## src/psab_pkg.sv

```systemverilog
// Function
// program space is handled as 24-bit words and data space as 16-bit words, with alignment kept.
// a table access address is the 8-bit table page joined above the full 16-bit effective address.
// the top bit of the table page picks user memory (0) or configuration memory (1).
// a data address with its top bit set maps to the window page joined to the low 15 address bits.
// window accesses always have program address bit 23 forced to zero, so user memory only.
// writes that land in the remap window never modify program memory.
// a window read returns only the low 16-bit word of the program word.
// table reads and writes reach any byte or the low word of any program word.
// an instruction fetch address is zero on top, counter bits 22..1 in the middle, zero at bit 0.
// program address bit 15 of a window access comes from bit 0 of the window page.
// data addresses with the top bit clear go to data space untranslated.
package psab_pkg;

	// ---------------------------------------------------------------
	// widths
	// ---------------------------------------------------------------
	localparam int PSAB_PA_W    = 24;
	localparam int PSAB_EA_W    = 16;
	localparam int PSAB_DW      = 16;
	localparam int PSAB_PAGE_W  = 8;
	localparam int PSAB_WIN_W   = 15;
	localparam int PSAB_PC_W    = 23;

	// ---------------------------------------------------------------
	// field positions and reset values
	// ---------------------------------------------------------------
	localparam int PSAB_EA_TOP  = 15;
	localparam int PSAB_CFG_BIT = 23;
	localparam logic [PSAB_PAGE_W-1:0] PSAB_PAGE_RST  = 8'h00;
	localparam logic [2:0]             PSAB_LANE_NONE = 3'h0;
	localparam logic [2:0]             PSAB_LANE_LSW  = 3'h3;
	localparam logic [2:0]             PSAB_LANE_B0   = 3'h1;
	localparam logic [2:0]             PSAB_LANE_B1   = 3'h2;
	localparam logic [2:0]             PSAB_LANE_B2   = 3'h4;
	localparam logic [7:0]             PSAB_ZB        = 8'h00;

	// core operations
	typedef enum logic [2:0] {
		PSAB_OP_FETCH = 3'h0,
		PSAB_OP_DRD   = 3'h1,
		PSAB_OP_DWR   = 3'h2,
		PSAB_OP_TRD   = 3'h3,
		PSAB_OP_TWR   = 3'h4
	} psab_op_t;

	// how read data is picked out of the returned program word
	typedef enum logic [1:0] {
		PSAB_SEL_LSW  = 2'h0,
		PSAB_SEL_B0   = 2'h1,
		PSAB_SEL_B1   = 2'h2,
		PSAB_SEL_B2   = 2'h3
	} psab_sel_t;

	typedef enum logic [1:0] {
		PSAB_ST_IDLE = 2'b01,
		PSAB_ST_WAIT = 2'b10
	} psab_state_t;

endpackage

```

## src/psab_pages.sv

```systemverilog
`timescale 1ns/1ps
// holds the table page and window page registers written by the core
module psab_pages
	import psab_pkg::*;
(
	input  wire logic                   clk,
	input  wire logic                   srst,
	input  wire logic                   table_page_we,
	input  wire logic                   window_page_we,
	input  wire logic [PSAB_PAGE_W-1:0] page_wdata,
	output logic      [PSAB_PAGE_W-1:0] table_page_reg,
	output logic      [PSAB_PAGE_W-1:0] window_page_reg
);

	typedef struct packed {
		logic [PSAB_PAGE_W-1:0] tbl;
		logic [PSAB_PAGE_W-1:0] win;
	} psab_pg_t;

	psab_pg_t pg_r;
	psab_pg_t pg_nxt;

	// ---------------------------------------------------------------
	// page update
	// ---------------------------------------------------------------
	always_comb begin
		pg_nxt = pg_r;
		if (table_page_we) begin
			pg_nxt.tbl = page_wdata;
		end
		if (window_page_we) begin
			pg_nxt.win = page_wdata;
		end
	end

	// both pages clear at reset: user memory, page zero
	always_ff @(posedge clk) begin
		if (srst) begin
			pg_r <= '{tbl: PSAB_PAGE_RST, win: PSAB_PAGE_RST};
		end else begin
			pg_r <= pg_nxt;
		end
	end

	assign table_page_reg  = pg_r.tbl;
	assign window_page_reg = pg_r.win;

endmodule

```

## src/psab_top.sv

```systemverilog
`timescale 1ns/1ps
// turns core data addresses into program-memory or data-memory accesses
module psab_top
	import psab_pkg::*;
(
	input  wire logic                   clk,
	input  wire logic                   srst,
	// core request side
	input  wire logic                   req_valid,
	input  wire psab_op_t               req_op,
	input  wire logic [PSAB_EA_W-1:0]   req_ea,
	input  wire logic [PSAB_PC_W-1:0]   req_pc,
	input  wire logic                   req_byte,
	input  wire logic                   req_hi,
	input  wire logic [PSAB_DW-1:0]     req_wdata,
	output logic                        req_ready,
	// page register writes
	input  wire logic                   table_page_we,
	input  wire logic                   window_page_we,
	input  wire logic [PSAB_PAGE_W-1:0] page_wdata,
	output logic      [PSAB_PAGE_W-1:0] table_page_reg,
	output logic      [PSAB_PAGE_W-1:0] window_page_reg,
	// core answer side
	output logic                        rsp_valid,
	output logic      [PSAB_DW-1:0]     rsp_rdata,
	output logic      [PSAB_PA_W-1:0]   rsp_instr,
	output logic                        window_wr_drop,
	// program memory side
	output logic                        pm_rd,
	output logic                        pm_wr,
	output logic      [PSAB_PA_W-1:0]   pm_addr,
	output logic      [2:0]             pm_lane,
	output logic      [PSAB_PA_W-1:0]   pm_wdata,
	input  wire logic                   pm_rvalid,
	input  wire logic [PSAB_PA_W-1:0]   pm_rdata,
	// data space side
	output logic                        ds_valid,
	output logic                        ds_wr,
	output logic      [PSAB_EA_W-1:0]   ds_addr,
	output logic      [PSAB_DW-1:0]     ds_wdata
);

	// ---------------------------------------------------------------
	// state
	// ---------------------------------------------------------------
	typedef struct packed {
		psab_state_t             st;
		psab_sel_t               sel;
		logic                    fetch;
		logic                    ready;
		logic                    rsp_v;
		logic [PSAB_DW-1:0]      rdata;
		logic [PSAB_PA_W-1:0]    instr;
		logic                    drop;
		logic                    rd;
		logic                    wr;
		logic [PSAB_PA_W-1:0]    addr;
		logic [2:0]              lane;
		logic [PSAB_PA_W-1:0]    wdata;
		logic                    dv;
		logic                    dwr;
		logic [PSAB_EA_W-1:0]    daddr;
		logic [PSAB_DW-1:0]      dwdata;
	} psab_core_t;

	psab_core_t s_r;
	psab_core_t s_nxt;

	logic [PSAB_PAGE_W-1:0] tbl_pg;
	logic [PSAB_PAGE_W-1:0] win_pg;

	psab_pages u_pages (
		.clk             (clk),
		.srst            (srst),
		.table_page_we   (table_page_we),
		.window_page_we  (window_page_we),
		.page_wdata      (page_wdata),
		.table_page_reg  (tbl_pg),
		.window_page_reg (win_pg)
	);

	// ---------------------------------------------------------------
	// address forms
	// ---------------------------------------------------------------
	logic [PSAB_PA_W-1:0] fetch_addr;
	logic [PSAB_PA_W-1:0] table_addr;
	logic [PSAB_PA_W-1:0] win_addr;
	logic                 in_window;

	// fetch: top bit zero, counter word bits in the middle, lsb zero
	assign fetch_addr = {1'b0, req_pc[PSAB_PC_W-1:1], 1'b0};
	// table: page on top of the whole ea; page msb becomes bit 23
	assign table_addr = {tbl_pg, req_ea};
	// window: ea msb dropped, page bit 0 lands on bit 15, bit 23 held low
	assign win_addr   = {1'b0, win_pg, req_ea[PSAB_WIN_W-1:0]};
	assign in_window  = req_ea[PSAB_EA_TOP];

	// ---------------------------------------------------------------
	// lane and write placement for table accesses
	// ---------------------------------------------------------------
	logic [2:0]            t_lane;
	psab_sel_t             t_sel;
	logic [PSAB_PA_W-1:0]  t_wdata;

	// byte ops use ea bit 0 inside the low word; hi reaches the top byte
	always_comb begin
		if (req_hi) begin
			t_lane  = PSAB_LANE_B2;
			t_sel   = PSAB_SEL_B2;
			t_wdata = {req_wdata[7:0], PSAB_ZB, PSAB_ZB};
		end else if (req_byte && req_ea[0]) begin
			t_lane  = PSAB_LANE_B1;
			t_sel   = PSAB_SEL_B1;
			t_wdata = {PSAB_ZB, req_wdata[7:0], PSAB_ZB};
		end else if (req_byte) begin
			t_lane  = PSAB_LANE_B0;
			t_sel   = PSAB_SEL_B0;
			t_wdata = {PSAB_ZB, PSAB_ZB, req_wdata[7:0]};
		end else begin
			t_lane  = PSAB_LANE_LSW;
			t_sel   = PSAB_SEL_LSW;
			t_wdata = {PSAB_ZB, req_wdata};
		end
	end

	// ---------------------------------------------------------------
	// sequencer
	// ---------------------------------------------------------------
	logic take;
	assign take = req_valid && s_r.ready;

	always_comb begin
		s_nxt       = s_r;
		s_nxt.rsp_v = 1'b0;
		s_nxt.drop  = 1'b0;
		s_nxt.rd    = 1'b0;
		s_nxt.wr    = 1'b0;
		s_nxt.dv    = 1'b0;
		case (s_r.st)
			PSAB_ST_IDLE: begin
				if (take) begin
					case (req_op)
						PSAB_OP_FETCH: begin
							s_nxt.rd    = 1'b1;
							s_nxt.addr  = fetch_addr;
							s_nxt.lane  = PSAB_LANE_LSW | PSAB_LANE_B2;
							// low word on rsp_rdata, never a stale byte pick
							s_nxt.sel   = PSAB_SEL_LSW;
							s_nxt.fetch = 1'b1;
							s_nxt.st    = PSAB_ST_WAIT;
						end
						PSAB_OP_DRD, PSAB_OP_DWR: begin
							if (!in_window) begin
								// plain data space, address passed as is
								s_nxt.dv     = 1'b1;
								s_nxt.dwr    = (req_op == PSAB_OP_DWR);
								s_nxt.daddr  = req_ea;
								s_nxt.dwdata = req_wdata;
							end else if (req_op == PSAB_OP_DRD) begin
								s_nxt.rd    = 1'b1;
								s_nxt.addr  = win_addr;
								s_nxt.lane  = PSAB_LANE_LSW;
								s_nxt.sel   = PSAB_SEL_LSW;
								s_nxt.fetch = 1'b0;
								s_nxt.st    = PSAB_ST_WAIT;
							end else begin
								// window is read only: no pm strobe, flag only
								s_nxt.drop = 1'b1;
							end
						end
						PSAB_OP_TRD: begin
							s_nxt.rd    = 1'b1;
							s_nxt.addr  = table_addr;
							s_nxt.lane  = t_lane;
							s_nxt.sel   = t_sel;
							s_nxt.fetch = 1'b0;
							s_nxt.st    = PSAB_ST_WAIT;
						end
						PSAB_OP_TWR: begin
							s_nxt.wr    = 1'b1;
							s_nxt.addr  = table_addr;
							s_nxt.lane  = t_lane;
							s_nxt.wdata = t_wdata;
						end
						default: begin
							s_nxt.st = PSAB_ST_IDLE;
						end
					endcase
				end
			end
			PSAB_ST_WAIT: begin
				// one read outstanding at a time keeps answers in order
				if (pm_rvalid) begin
					s_nxt.rsp_v = 1'b1;
					s_nxt.st    = PSAB_ST_IDLE;
					s_nxt.instr = s_r.fetch ? pm_rdata : s_r.instr;
					case (s_r.sel)
						PSAB_SEL_LSW: s_nxt.rdata = pm_rdata[15:0];
						PSAB_SEL_B0:  s_nxt.rdata = {PSAB_ZB, pm_rdata[7:0]};
						PSAB_SEL_B1:  s_nxt.rdata = {PSAB_ZB, pm_rdata[15:8]};
						PSAB_SEL_B2:  s_nxt.rdata = {PSAB_ZB, pm_rdata[23:16]};
						default:      s_nxt.rdata = pm_rdata[15:0];
					endcase
				end
			end
			default: begin
				s_nxt.st = PSAB_ST_IDLE;
			end
		endcase
		s_nxt.ready = (s_nxt.st == PSAB_ST_IDLE);
	end

	// ---------------------------------------------------------------
	// state register
	// ---------------------------------------------------------------
	always_ff @(posedge clk) begin
		if (srst) begin
			s_r       <= '0;
			s_r.st    <= PSAB_ST_IDLE;
			s_r.sel   <= PSAB_SEL_LSW;
			s_r.ready <= 1'b1;
			s_r.lane  <= PSAB_LANE_NONE;
		end else begin
			s_r <= s_nxt;
		end
	end

	// ---------------------------------------------------------------
	// outputs, all from flops
	// ---------------------------------------------------------------
	assign req_ready       = s_r.ready;
	assign rsp_valid       = s_r.rsp_v;
	assign rsp_rdata       = s_r.rdata;
	assign rsp_instr       = s_r.instr;
	assign window_wr_drop  = s_r.drop;
	assign pm_rd           = s_r.rd;
	assign pm_wr           = s_r.wr;
	assign pm_addr         = s_r.addr;
	assign pm_lane         = s_r.lane;
	assign pm_wdata        = s_r.wdata;
	assign ds_valid        = s_r.dv;
	assign ds_wr           = s_r.dwr;
	assign ds_addr         = s_r.daddr;
	assign ds_wdata        = s_r.dwdata;
	assign table_page_reg  = tbl_pg;
	assign window_page_reg = win_pg;

endmodule

```

## config.mk

```make
export PLATFORM = sky130hd
export DESIGN_NAME = psab_top
export DESIGN_NICKNAME = d
export VERILOG_FILES = /design/src/psab_pkg.sv /design/src/psab_pages.sv /design/src/psab_top.sv
export SDC_FILE = /design/constraint.sdc
export NUM_CORES = 1
export LEC_CHECK = 0
export BUFFER_PORTS_ARGS = -buffer_cell sky130_fd_sc_hd__buf_4
export CORE_MARGIN = 2
export CORE_UTILIZATION = 45
export DETAILED_ROUTE_END_ITERATION = 10
export PLACE_DENSITY = 0.83
export RECOVER_POWER = 50
export SLEW_MARGIN = 20
export SYNTH_ARGS = -nofsm -noshare
export SYNTH_HDL_FRONTEND = slang
export SYNTH_SLANG_ARGS = --single-unit
```

## constraint.sdc

```tcl
create_clock -name clk -period 3.8 [get_ports clk]
set_input_delay 0.38 -clock clk [delete_from_list [all_inputs] [get_ports clk]]
set_output_delay 0.38 -clock clk [all_outputs]
set_load 0.01 [all_outputs]
```

==> impl_metrics.py, run 1 <==
metrics = {
    "run_status": {
        "outcome": "finished with violations",
        "violations": "capacitance limit, slew limit",
    },
    "cells_and_area": {
        "design_area_mm2": 0.00816,
        "nFillCells": 1590,
        "nNetsFinal": 1035,
        "diodes": 0,
        "layout-drive-gt1-share_pct": 15.7,
        "synthToLayoutAreaGrowth_pct": 14.2,
    },
    "sta": {
        "slew_violations": 58,
        "timing.fmax_mhz": 378,
        "fin_crit_ns": 2.64,
        "max_slew_margin_pct": -65.9,
        "final.setup.tns_ns": 0,
        "setup_viol_count_final": 0,
        "fin_skew_ns": 0.00950,
        "rsz0062_at_grt": "no",
        "fin_ws_ns": 1.16,
        "tightest_slew_ns": 2.49,
        "final_hold_viol_count": 0,
        "fin_crit_sh_pct": 69.5,
    },
    "critical_path": {
        "rr_worst_depth": 7,
        "required_ns": 3.99,
        "cp_max_fo": 57,
        "reg2reg_slack_ns": 1.23,
        "path_class": "input pin to register",
        "worst_ep_arrival_time_ns": 2.83,
        "start_kind": "input pin",
        "timing.rr.start": "s_r[134]",
        "end_kind": "register",
        "r2r_end": "ds_addr[14]",
    },
    "die": {
        "fp-row-count": 46,
        "coreArea_mm2": 0.0157,
        "die_y_um": 130,
        "fp.dieW_um": 130,
        "initial_core_util_pct": 45.4,
        "top_level_ports": 244,
        "dieArea_mm2": 0.0169,
    },
    "synth": {
        "synth_top_area_cell": "dfxtp_1",
        "synth_area_leaders": "dfxtp_1 (42%), buf_4 (13%), mux2i_1 (7.4%)",
        "ys_types": 52,
        "yosysWarnings": 0,
        "syn-cell-area_mm2": 0.00714,
        "synth_top_cells_by_count": "dfxtp_1 (150), nand2_1 (129), buf_4 (124), a21oi_1 (94), nor2_1 (77)",
        "synthFlopType": "dfxtp_1",
        "ys_seq_area_share_pct": 42.1,
        "syn_inst": 851,
        "synth-seq-cells": 150,
        "async_flop_share_pct": 0,
        "syn-num-nets": 951,
        "synth-edff-count": 0,
        "avgSynthCellArea_um2": 8.39,
        "yosysMostFrequentCell": "dfxtp_1",
        "synth_top_area_share_pct": 42.1,
    },
    "global_routing": {
        "track_usage_pct": 21.5,
        "grt_pass1_vias": 5635,
        "antenna_found_initial": 0,
        "grt_pass1_wl_um": 28300,
        "overflow": 0,
        "grt_max_degree": 58,
    },
    "detailed_routing": {
        "drtAntennaViolNets": 0,
        "drcViolationCount": 0,
        "num_vias": 6016,
        "routedWlPerCell_um": 16.3,
        "vias_per_cell": 5.17,
        "drt_pass1_iterations": 4,
        "drtIter0Drc": 272,
        "drt-total-wl_um": 19000,
    },
    "clocking": {
        "htreeDepth": 4,
        "cts_tree": "built",
        "ctsRootBufferMaster": "clkbuf_16",
        "clk_latency_ns": 0.42,
        "post_cts_resized": 0,
        "cts_sinks": 150,
        "clock_path_buffers": 2,
        "clk_pin_slew_ns": 0.06,
        "cts_made_buffers": 17,
        "ctsHoldBuffers": 0,
        "cts_setup_buffers": 0,
    },
    "placement": {
        "io_buffers": 241,
        "place_area_mm2": 0.00808,
        "place_hpwl_um": 13500,
        "place_ws_ns": 1.46,
        "gp_congestion": 0.870,
    },
    "job": {
        "drv_cap": 1,
    },
    "hold_path": {
        "min_path_type": "input pin to register",
        "holdPathStages": 3,
        "min-delay-start": "page_wdata[1]",
        "min_to": "u_pages.table_page_reg[1]",
    },
    "power": {
        "power_density_mw_per_mm2": 506,
        "p_leak_uw": 0.00307,
        "ir_drop_v": 0.000270,
    },
}
-- worst max-delay path, stage by stage --
cell and delay [ns]:
buf_4 0.42, clkbuf_1 1.81, nor2_1 0.17
-- power breakdown --
part | switching (uW) | internal, uW | total, uW
Sequential | 63.8 | 1670 | 1740
Clock | 668 | 1070 | 1740
Combinational | 381 | 261 | 642
Total | 1110 | 3010 | 4120
-- how the worst max path moves through the flow --
stage,cells after the start,end,slack [ns],from
after detailed placement,7,ds_addr[14],1.46,s_r[134]
after floorplan,9,pm_wdata[13],2.04,s_r[134]
after CTS,7,ds_addr[14],1.44,s_r[134]
after global routing,3,rsp_rdata[11],0.93,srst
final,3,u_pages.window_page_reg[4],1.16,srst
after global placement,6,ds_addr[13],1.55,req_op[2]
-- cell usage in the layout, fill, tap and decap left out, types with 4 or more instances in the layout --
cell type	count
a211oi_1	22
a21oi_1	94
a22oi_1	12
a31oi_1	4
and2_1	9
and3_1	6
buf_4	109
clkbuf_1	142
clkbuf_16	17
clkinv_4	4
dfxtp_1	150
inv_1	7
mux2i_1	53
nand2_1	129
nand2b_1	7
nand3_1	19
nor2_1	76
nor3_1	7
o21a_1	4
o21ai_0	12
o22ai_1	4
or3_1	8
-- area by class of cell --
type / instances / area (um2) / area share (%)
flip-flops and latches: 150 / 3000 / 36.8
multi-input cells: 511 / 2910 / 35.6
repair buffers: 248 / 1340 / 16.4
clock buffers: 22 / 464 / 5.69
well taps: 216 / 270 / 3.31
clock inverters: 10 / 146 / 1.80
inverters: 7 / 26.3 / 0.322
-- per-stage QoR --
stage                     power (uW)  cells  hold slack [ns]  util, %
after global placement          2470   1132            0.441     51.4
after floorplan                 2260    851            0.432        -
after detailed placement        2490   1132            0.443     51.4
after CTS                       4230   1164            0.201     55.3
after global routing            4290   1164            0.203     51.9
final                           4120   1164            0.214     51.9
-- cell families (layout without fill, tap and decap cells) --
| logic type | after synthesis | in the layout | synth area share (%) |
|---|---|---|---|
| muxes | 53 | 53 | 7.43 |
| xor gates and xnor gates | 4 | 4 | 0.859 |
| AOI/OAI and AO/OA | 173 | 173 | 14.6 |
| buffers and inverters | 190 | 287 | 17.3 |
| adders and majority gates | 2 | 2 | 0.350 |
| DFF | 150 | 150 | 42.1 |
| other | 1 | 1 | 0.0525 |
| and+or+nand+nor | 278 | 278 | 17.4 |
-- layer usage --
metal | track usage (%) | vias to the layer above | share of wire, %
li1 | - | 2926 | -
met4 | 8.10 | 0 | 2.1
met2 | 35.8 | 227 | 47
met3 | 6.64 | 27 | 7.7
met1 | 26.2 | 2836 | 43
met5 | 0 | - | 0
Note: power is estimated with default switching activity, not from simulation.
==> run 2: changes to the inputs <==
- clock period: 3.8 -> 2.7 ns (I/O delays scaled with it)
==> run 2 against run 1 <==
- the run now ends clean
- sequential share of layout area shrank 0.38 points
- highest routed layer unchanged
- clock-buffer cell count grew 2
- largest cell class unchanged
- register-to-register slack worse by 0.64 ns
==> impl_metrics.py, run 2 (same netlist as run 1, synthesis figures left out) <==
metrics = {
    "sta": {
        "fin_ws_ns": 0.588,
        "tightest_slew_ns": 1.11,
        "fin_crit_ns": 2.11,
        "timing.fmax_mhz": 473,
        "setup_viol_count_final": 0,
        "max_slew_margin_pct": 26.2,
        "rsz0062_at_grt": "no",
        "final_hold_viol_count": 0,
        "slew_violations": 0,
        "fin_skew_ns": 0.00876,
        "fin_crit_sh_pct": 78.2,
        "final.setup.tns_ns": 0,
    },
    "placement": {
        "gp_congestion": 0.852,
        "io_buffers": 241,
        "place_hpwl_um": 13100,
        "place_ws_ns": 0.629,
    },
    "die": {
        "top_level_ports": 244,
        "fp.dieW_um": 130,
        "die_y_um": 130,
        "fp-row-count": 46,
        "coreArea_mm2": 0.0157,
        "initial_core_util_pct": 45.4,
        "dieArea_mm2": 0.0169,
    },
    "detailed_routing": {
        "drcViolationCount": 0,
        "drt-total-wl_um": 18600,
        "num_vias": 5950,
        "drt_pass1_iterations": 5,
        "routedWlPerCell_um": 15.9,
        "drtIter0Drc": 309,
        "drtAntennaViolNets": 0,
        "vias_per_cell": 5.10,
    },
    "run_status": {
        "outcome": "complete, no violations",
    },
    "hold_path": {
        "min-delay-start": "page_wdata[0]",
        "min_path_type": "input pin to register",
    },
    "critical_path": {
        "worst_ep_arrival_time_ns": 2.41,
        "path_class": "register to register",
        "start_kind": "register",
        "end_kind": "register",
        "crit_start": "s_r[134]",
        "timing.rr.start": "s_r[134]",
        "required_ns": 3.00,
        "cp_max_fo": 34,
    },
    "job": {
        "drv_cap": 0,
    },
    "global_routing": {
        "grt_max_degree": 92,
        "track_usage_pct": 20.9,
        "antenna_found_initial": 0,
        "grt_pass1_vias": 5442,
        "overflow": 0,
        "grt_pass1_wl_um": 27600,
    },
    "clocking": {
        "ctsHoldBuffers": 0,
        "clk_latency_ns": 0.41,
        "cts_tree": "built",
        "cts_made_buffers": 17,
        "cts_sinks": 150,
        "cts_setup_buffers": 0,
        "htreeDepth": 4,
        "clk_pin_slew_ns": 0.06,
        "clock_path_buffers": 2,
        "ctsRootBufferMaster": "clkbuf_16",
        "post_cts_resized": 0,
    },
    "cells_and_area": {
        "final_common_cell": "dfxtp_1",
        "synthToLayoutAreaGrowth_pct": 15.4,
        "nNetsFinal": 1038,
        "diodes": 0,
        "final_cell_mix": "dfxtp_1 (150), clkbuf_1 (133), nand2_1 (129), buf_4 (117), a21oi_1 (94)",
        "layout-drive-gt1-share_pct": 16.9,
    },
    "power": {
        "ir_drop_v": 0.000427,
        "power_density_mw_per_mm2": 708,
        "p_leak_uw": 0.00314,
    },
}
[run 2: changes by cell type in the layout (fill, tap and decap cells not counted)]
cell      previous run  this run
buf_12               0         1
clkbuf_1           142       133
nand4b_4             0         1
clkinv_2             1         2
clkbuf_8             2         5
clkbuf_4             0         1
clkbuf_2             0         1
buf_4              109       117
clkinv_4             4         0
nand4b_1             1         0
[run 2: worst paths after layout]
path                            slack, ns  cells past startpoint                   endpoint
worst min register to register       0.45                      2               ds_wdata[12]
worst max-delay path                 0.59                      7                 pm_addr[2]
worst min-delay path                 0.11                      3  u_pages.table_page_reg[0]
worst max register to register       0.59                      7                 pm_addr[2]
[run 2: area by class of cell]
type                       instances  area (um2)
tap                              216         270
clock buffer                      24         502
timing repair buffer             251        1400
inverter                           7        26.3
clock inverter                     7         116
multi-input combinational        511        2920
fill                            1562        7470
sequential                       150        3000
[run 2: metal layers]
layer | part of all wire (%) | vias to the layer above | wire [um] | track usage, %
met5 | 0 | - | 0 | 0
li1 | - | 2921 | - | -
met1 | 43 | 2782 | 7990 | 25.5
met3 | 7.6 | 16 | 1410 | 6.40
met4 | 1.2 | 0 | 230 | 7.34
met2 | 48 | 231 | 8960 | 35.1
[run 2: critical path, cell delays in order, from the launching register on]
cell and delay, ns:
dfxtp_1 0.33, inv_1 0.10, ha_1 0.28, nand3_1 0.18, a211oi_4 0.55, buf_12 0.26
nor2_1 0.06, a211oi_1 0.22
[run 2: where the power goes]
group	internal (uW)	switching (uW)	total, uW
clock	1570	886	2460
sequential	2360	88.7	2450
combinational	384	541	925
[run 2: through the flow]
stage | instance area (um2) | hold slack [ns] | utilization (%) | std cells | power (uW)
after CTS | 8750 | 0.0899 | 55.7 | 1166 | 5990
after global routing | 8240 | 0.0951 | 52.4 | 1166 | 6090
after detailed placement | 8130 | 0.447 | 51.7 | 1135 | 3510
after global placement | 8130 | 0.441 | 51.7 | 1135 | 3490
final | 8240 | 0.107 | 52.4 | 1166 | 5830
after floorplan | 7140 | 0.406 | - | 851 | 3180
